`config.mk`:
```
export PLATFORM = sky130hd
export DESIGN_NAME = dio_cfg_regs
export DESIGN_NICKNAME = d
export VERILOG_FILES = /design/src/include/dio_pkg.sv /design/src/hw/dio_cfg_regs.sv
export SDC_FILE = /design/constraint.sdc
export NUM_CORES = 1
export LEC_CHECK = 0
export BUFFER_PORTS_ARGS = -buffer_cell sky130_fd_sc_hd__buf_4
export CAP_MARGIN = 20
export CORE_AREA = 2 2 83 85
export DETAILED_ROUTE_END_ITERATION = 6
export DIE_AREA = 0 0 85 87
export PLACE_DENSITY_LB_ADDON = 0.12
export SKIP_LAST_GASP = 1
export SLEW_MARGIN = 40
export SYNTH_ARGS = -nofsm -noshare
export SYNTH_HDL_FRONTEND = slang
export SYNTH_SLANG_ARGS = --single-unit
```
`constraint.sdc`:
```
create_clock -name i_sys_clk -period 1.5 [get_ports i_sys_clk]
set_input_delay 0.15 -clock i_sys_clk [delete_from_list [all_inputs] [get_ports i_sys_clk]]
set_output_delay 0.15 -clock i_sys_clk [all_outputs]
set_load 0.05 [all_outputs]
```
`src/include/dio_pkg.sv`:
```
// Package with register map, field layout and carriers of the config bank.
// Behaviour
// - Width bit picks word or byte input.
// - Sample clock loss shuts outputs when enabled.
// - Input clock loss shuts outputs when enabled.
// - Buffer collision shuts outputs when enabled.
// - Port width bit picks four or three wires.
// - Mixer runs only while its enable set.
// - Boost bit adds 6dB mixer gain.
// - Oscillator runs only while enabled.
// - Flip bit reverses input bus order.
// - Format bit picks twos complement or offset.
// - Four bit code sets full scale current.
// - Transmit enable is software OR pin.
// - Result bits flag mismatches per data line.
// - Results unreset; host write clears them.
// - Pattern test starts and silences outputs.
// - Shutdown alarm forces mid-scale output code.
`default_nettype none
package dio_pkg;

  // Register indices as printed.
  localparam logic [6:0]  IDX_INPUT_MODE   = 7'h02;
  localparam logic [6:0]  IDX_OUTPUT_SCALE = 7'h03;
  localparam logic [6:0]  IDX_PATTERN_FAIL = 7'h04;

  // Reset values.
  localparam logic [15:0] RST_INPUT_MODE   = 16'h7000;
  localparam logic [15:0] RST_OUTPUT_SCALE = 16'hf000;

  // Writable bits; all others are reserved and read as zero.
  localparam logic [15:0] WR_INPUT_MODE    = 16'hf0fa;
  localparam logic [15:0] WR_OUTPUT_SCALE  = 16'hf001;

  // Field positions of the input mode register.
  localparam int BIT_WIDE_IN    = 15;
  localparam int BIT_SCLK_SHUT  = 14;
  localparam int BIT_DCLK_SHUT  = 13;
  localparam int BIT_COLL_SHUT  = 12;
  localparam int BIT_FOUR_WIRE  = 7;
  localparam int BIT_MIXER_EN   = 6;
  localparam int BIT_MIX_BOOST  = 5;
  localparam int BIT_NCO_EN     = 4;
  localparam int BIT_REV_BUS    = 3;
  localparam int BIT_TWOS       = 1;

  // Field positions of the output scale register.
  localparam int BIT_SW_TX      = 0;
  localparam int FS_MSB         = 15;
  localparam int FS_LSB         = 12;

  // Field positions in the alarm mask register kept by the host.
  localparam int MASK_OUT_GONE  = 8;
  localparam int MASK_DCLK_GONE = 9;
  localparam int MASK_SCLK_GONE = 10;
  localparam int MASK_COLL      = 13;

  // Mid-scale code driven while the outputs are shut off.
  localparam logic [15:0] MID_SCALE        = 16'h8000;

  // Register access request from the serial port.
  typedef struct packed {
    logic        wr;    // Write strobe, one cycle.
    logic        rd;    // Read strobe, one cycle.
    logic [6:0]  addr;  // Register index.
    logic [15:0] wdata; // Write data.
  } dio_req_t;

  // Decoded controls that steer the rest of the converter.
  typedef struct packed {
    logic       wide_input_sel;
    logic       four_wire_port_sel;
    logic       mixer_en;
    logic       mixer_boost;
    logic       nco_en;
    logic       bus_reverse;
    logic       twos_fmt;
    logic [3:0] full_scale_code;
  } dio_ctrl_t;

endpackage
`default_nettype wire

```
`src/hw/dio_cfg_regs.sv`:
```
// Input and output configuration registers with pattern result capture.
`timescale 1ns/1ps
`default_nettype none
module dio_cfg_regs (
  input  wire logic            i_sys_clk,
  input  wire logic            i_rst_b,
  input  wire dio_pkg::dio_req_t i_req,
  output logic [15:0]          o_rdata,
  input  wire logic            i_txenable_pin,
  input  wire logic [15:0]     i_alarm_mask_reg,
  input  wire logic            i_pattern_test_en,
  input  wire logic [15:0]     i_pattern_mismatch,
  input  wire logic            i_sclk_gone,
  input  wire logic            i_dclk_gone,
  input  wire logic            i_fifo_collision,
  input  wire logic [15:0]     i_sample,
  output logic [15:0]          o_sample,
  output dio_pkg::dio_ctrl_t   o_ctrl,
  output logic                 o_tx_enable,
  output logic                 o_output_gone
);
  import dio_pkg::*;

  // Reverses the order of a 16-bit word.
  function automatic logic [15:0] rev16(input logic [15:0] d);
    logic [15:0] r;
    r = 16'h0000;
    for (int k = 0; k < 16; k++) begin
      r[k] = d[15-k];
    end
    return r;
  endfunction

  logic [15:0] mode_ff;      // Input mode register.
  logic [15:0] scale_ff;     // Output scale register.
  logic [15:0] fail_ff;      // Sticky pattern mismatch bits.
  logic [15:0] rdata_ff;     // Registered read data.
  logic [15:0] sample_ff;    // Registered output sample.
  logic        gone_ff;      // Registered shutdown alarm.
  logic [15:0] nxt_fail;     // Next mismatch bits.
  logic [15:0] nxt_rdata;    // Next read data.
  logic [15:0] nxt_sample;   // Next output sample.

  // Address decode of the three registers.
  wire         hit_mode  = i_req.addr == IDX_INPUT_MODE;
  wire         hit_scale = i_req.addr == IDX_OUTPUT_SCALE;
  wire         hit_fail  = i_req.addr == IDX_PATTERN_FAIL;
  wire         wr_mode   = i_req.wr & hit_mode;
  wire         wr_scale  = i_req.wr & hit_scale;
  wire         wr_fail   = i_req.wr & hit_fail;

  // reserved read zero
  // Reserved bits never store, so reads show their zero defaults.
  wire [15:0]  mode_wv   = i_req.wdata & WR_INPUT_MODE;
  wire [15:0]  scale_wv  = i_req.wdata & WR_OUTPUT_SCALE;

  wire         sclk_shut = mode_ff[BIT_SCLK_SHUT] & i_sclk_gone &
                           ~i_alarm_mask_reg[MASK_SCLK_GONE];
  wire         dclk_shut = mode_ff[BIT_DCLK_SHUT] & i_dclk_gone &
                           ~i_alarm_mask_reg[MASK_DCLK_GONE];
  wire         coll_shut = mode_ff[BIT_COLL_SHUT] & i_fifo_collision &
                           ~i_alarm_mask_reg[MASK_COLL];
  // The combined alarm only acts while its own mask bit is clear.
  wire         nxt_gone  = (sclk_shut | dclk_shut | coll_shut) &
                           ~i_alarm_mask_reg[MASK_OUT_GONE];

  wire [15:0]  ordered   = mode_ff[BIT_REV_BUS] ? rev16(i_sample) : i_sample;
  // sample format
  // Two's complement is turned to offset binary by inverting the sign bit.
  wire [15:0]  offset_bin = {ordered[15] ^ mode_ff[BIT_TWOS], ordered[14:0]};

  assign nxt_sample = nxt_gone ? MID_SCALE : offset_bin;

  // sticky mismatch capture
  // A mismatch in the clearing cycle still sets its bit.
  assign nxt_fail = (wr_fail ? 16'h0000 : fail_ff) |
                    (i_pattern_test_en ? i_pattern_mismatch : 16'h0000);

  // Read multiplexer; unmapped indices read zero.
  assign nxt_rdata = hit_mode  ? mode_ff  :
                     hit_scale ? scale_ff :
                     hit_fail  ? fail_ff  : 16'h0000;

  // Writable configuration registers with their reset values.
  always_ff @(posedge i_sys_clk or negedge i_rst_b) begin
    if (!i_rst_b) begin
      mode_ff  <= RST_INPUT_MODE;
      scale_ff <= RST_OUTPUT_SCALE;
    end else begin
      if (wr_mode) begin
        mode_ff <= mode_wv;
      end
      if (wr_scale) begin
        scale_ff <= scale_wv;
      end
    end
  end

  always_ff @(posedge i_sys_clk) begin
    fail_ff <= nxt_fail;
  end

  // Read data, output sample and alarm registers.
  always_ff @(posedge i_sys_clk or negedge i_rst_b) begin
    if (!i_rst_b) begin
      rdata_ff  <= 16'h0000;
      sample_ff <= MID_SCALE;
      gone_ff   <= 1'b0;
    end else begin
      if (i_req.rd) begin
        rdata_ff <= nxt_rdata;
      end
      sample_ff <= nxt_sample;
      gone_ff   <= nxt_gone;
    end
  end

  assign o_rdata       = rdata_ff;
  assign o_sample      = sample_ff;
  assign o_output_gone = gone_ff;

  assign o_ctrl.wide_input_sel     = mode_ff[BIT_WIDE_IN];
  assign o_ctrl.four_wire_port_sel = mode_ff[BIT_FOUR_WIRE];
  assign o_ctrl.mixer_en           = mode_ff[BIT_MIXER_EN];
  assign o_ctrl.mixer_boost        = mode_ff[BIT_MIX_BOOST];
  assign o_ctrl.nco_en             = mode_ff[BIT_NCO_EN];
  assign o_ctrl.bus_reverse        = mode_ff[BIT_REV_BUS];
  assign o_ctrl.twos_fmt           = mode_ff[BIT_TWOS];
  assign o_ctrl.full_scale_code    = scale_ff[FS_MSB:FS_LSB];

  assign o_tx_enable = (scale_ff[BIT_SW_TX] | i_txenable_pin) &
                       ~i_pattern_test_en;
endmodule
`default_nettype wire

```
==> impl_metrics.toml <==
[place]
globalplace.congestion = 0.786
dpl_cell_area_um2 = 3560
portBuffers = 107
dp_worst_setup_slack_ns = -0.0182
hpwlAfterDp_um = 4740

[clock_network]
numCtsBuffers = 9
clk_path_buf_depth = 2
clk_pin_slew_ns = 0.07
clkLatencyLatePin_ns = 0.34
htreeDepth = 3
cts_tree = "built"
clock_sinks = 64
cts_root_buf = "clkbuf_8"
cts_setup_buffers = 0

[floorplanning]
core-area_um2 = 6570
die_w_um = 85
die_h_um = 87
start_util = 0.405
die_area_um2 = 7400
pin_count = 125
num_rows = 30

[setup_path]
critPathArrivalTime_ns = 1.16
worstSetupEndpointType = "output pin"
cp-start-kind = "register"
cp_max_fo = 17
worstSetupPathType = "register to output pin"
critPathRequiredTime_ns = 1.35

[synth]
synth_warnings = 0
synth.net_count = 291
synth-seq-area-share = 0.576
netlist_instances = 211
netlist_area_um2 = 2660
synth-seq-cells = 64
synth_area_per_cell_um2 = 12.6
ys_types = 35

[grt]
grt-ovfl-total = 0
grt_antenna_before_repair = 0
grt_usage = 0.187
grt_pass1_wl_um = 10600
grt_start_max_net_pins = 49
grt_pass1_vias = 2163

[detailed_routing]
wl_per_cell_um = 16.1
drtIter0Drc = 55
remaining_drc_errors = 0
drt-total-wl_um = 6550
firstDrtPassIters = 4
antenna_left = 0
vias = 2127
viasPerCell = 5.23

[layout]
fin_area_um2 = 3820
area_delta_synth_final_pct = 43.7
fillers = 574
fin_util = 0.582
final_nets = 402
antenna_cells = 0
drive_above_1_share = 0.483

[sta]
slew_viol_final = 0
period_share = 0.873
tightest_slew_ns = 0.619
period_needed_ns = 1.31
rsz0062_at_grt = "no"
slew_headroom = 0.588
finalSetupViolations = 0
finalHoldViolCount = 0
tns_ns = 0
maxClockFrequency_mhz = 764
clock_skew_ns = 0.00819
fin_ws_ns = 0.191

[run]
maxCapViolations = 0

[power]
power_density_nw_per_um2 = 1180
power.leakage_nw = 1.88
ir_worst_vdd_mv = 0.712

[status]
status = "complete, no violations"

[worst_hold_path]
hold_class = "input pin to register"
==> power breakdown <==
group          total (mW)  switching (mW)  internal (mW)  leakage [nW]
clock                1.85           0.691           1.16         0.127
combinational       0.788           0.479          0.308          1.02
sequential           1.88          0.0521           1.82         0.729
==> worst paths after layout <==
path / slack (ns) / startpoint / end / cells past startpoint
worst max-delay path: 0.19 / mode_ff[3] / o_ctrl[5] / 2
worst min-delay path: 0.02 / i_req[4] / mode_ff[4] / 2
worst max register to register: 0.23 / mode_ff[13] / o_sample[12] / 4
worst min register to register: 0.48 / fail_ff[10] / fail_ff[10] / 1
max in group asynchronous: 0.72 / i_rst_b / o_rdata[0] / 2
min in group asynchronous: 0.37 / i_rst_b / o_sample[3] / 2
==> critical path: stages (launching register included) <==
cell	delay [ns]
dfrtp_1	0.41
buf_12	0.19
buf_4	0.22
==> stage by stage <==
stage               power (mW)  hold WS, ns  std cells
global route              4.69       0.0183        407
finish                    4.51       0.0237        407
CTS                       4.56      0.00656        407
detailed placement        2.70        0.205        390
global placement          2.69        0.213        390
floorplan                 2.38       -0.146        211
==> registers in the layout, summed over array words and instances, names as in the netlist <==
signal / cells
o_output_gone: 1
fail_ff: 16
o_rdata: 16
scale_ff: 5
o_sample: 16
mode_ff: 10
==> cell usage in the layout, fill, tap and decap left out, types with 6 or more instances in the layout <==
| cell | synthesis | final |
|---|---|---|
| a221o_1 | 6 | 6 |
| a22o_1 | 21 | 21 |
| buf_4 | 11 | 121 |
| clkbuf_8 | 0 | 10 |
| dfrtp_1 | 40 | 40 |
| dfstp_2 | 8 | 8 |
| dfxtp_1 | 16 | 16 |
| mux2_1 | 10 | 10 |
| mux2i_1 | 16 | 16 |
| nor2_1 | 18 | 18 |
| nor2b_1 | 6 | 6 |
==> synthesized netlist by cell type <==
library cell / instances / area [µm²]
a31oi_1: 6 / 37.5
inv_1: 1 / 3.75
or4b_1: 1 / 10.0
a22o_1: 21 / 184
buf_4: 11 / 82.6
dfxtp_1: 16 / 320
mux2_1: 10 / 113
nor4b_4: 1 / 23.8
and3_1: 1 / 6.26
mux2_2: 5 / 56.3
nor2_1: 18 / 67.6
buf_1: 1 / 3.75
nand3_1: 4 / 20.0
nor3b_2: 1 / 12.5
clkbuf_1: 4 / 15.0
dfrtp_1: 40 / 1000
nand4_1: 1 / 6.26
nand2b_1: 5 / 31.3
nand3_2: 1 / 10.0
nand2_1: 2 / 7.51
a221o_1: 6 / 60.1
or4b_2: 1 / 10.0
nor2_4: 1 / 11.3
nor2b_1: 6 / 37.5
and4b_1: 1 / 10.0
buf_2: 7 / 35.0
nand3b_1: 3 / 22.5
nand4b_1: 1 / 8.76
nor3_2: 1 / 10.0
xor2_1: 1 / 8.76
dfstp_2: 8 / 210
o32ai_1: 4 / 35.0
a21oi_1: 4 / 20.0
mux2i_1: 16 / 160
o41ai_1: 1 / 8.76
==> metal layers <==
metal | GRT usage | share of wire | vias up
met4 | 0.0851 | 0.017 | 0
met2 | 0.305 | 0.49 | 75
met3 | 0.0483 | 0.065 | 12
met5 | 0 | 0 | -
met1 | 0.235 | 0.42 | 1048
li1 | - | - | 992
==> cell families (layout without fill, tap and decap cells) <==
group	count (synthesis)	in the layout	share of synthesized area
DFF	64	64	0.576
and+or+nand+nor	49	49	0.115
AOI/OAI and AO/OA	42	42	0.130
muxes	31	31	0.124
buffers and inverters	24	140	0.0527
xor gates and xnor gates	1	1	0.00329
==> repair_timing <==
action | CTS | global route
hold endpoints to repair | 40 | 0
gates resized for setup | 0 | 0
hold buffers | 1 | 0
setup endpoints to repair | 0 | 0
==> cell type report <==
cell class | instances | area [µm²] | share of cell area
flip-flops and latches | 64 | 1530 | 0.401
multi-input cells | 123 | 995 | 0.260
repair buffers | 123 | 938 | 0.245
clock buffers | 10 | 138 | 0.0360
clock inverters | 6 | 116 | 0.0304
well taps | 80 | 100 | 0.0262
inverters | 1 | 3.75 | 0.000982
Note: power is estimated with default switching activity, not from simulation.
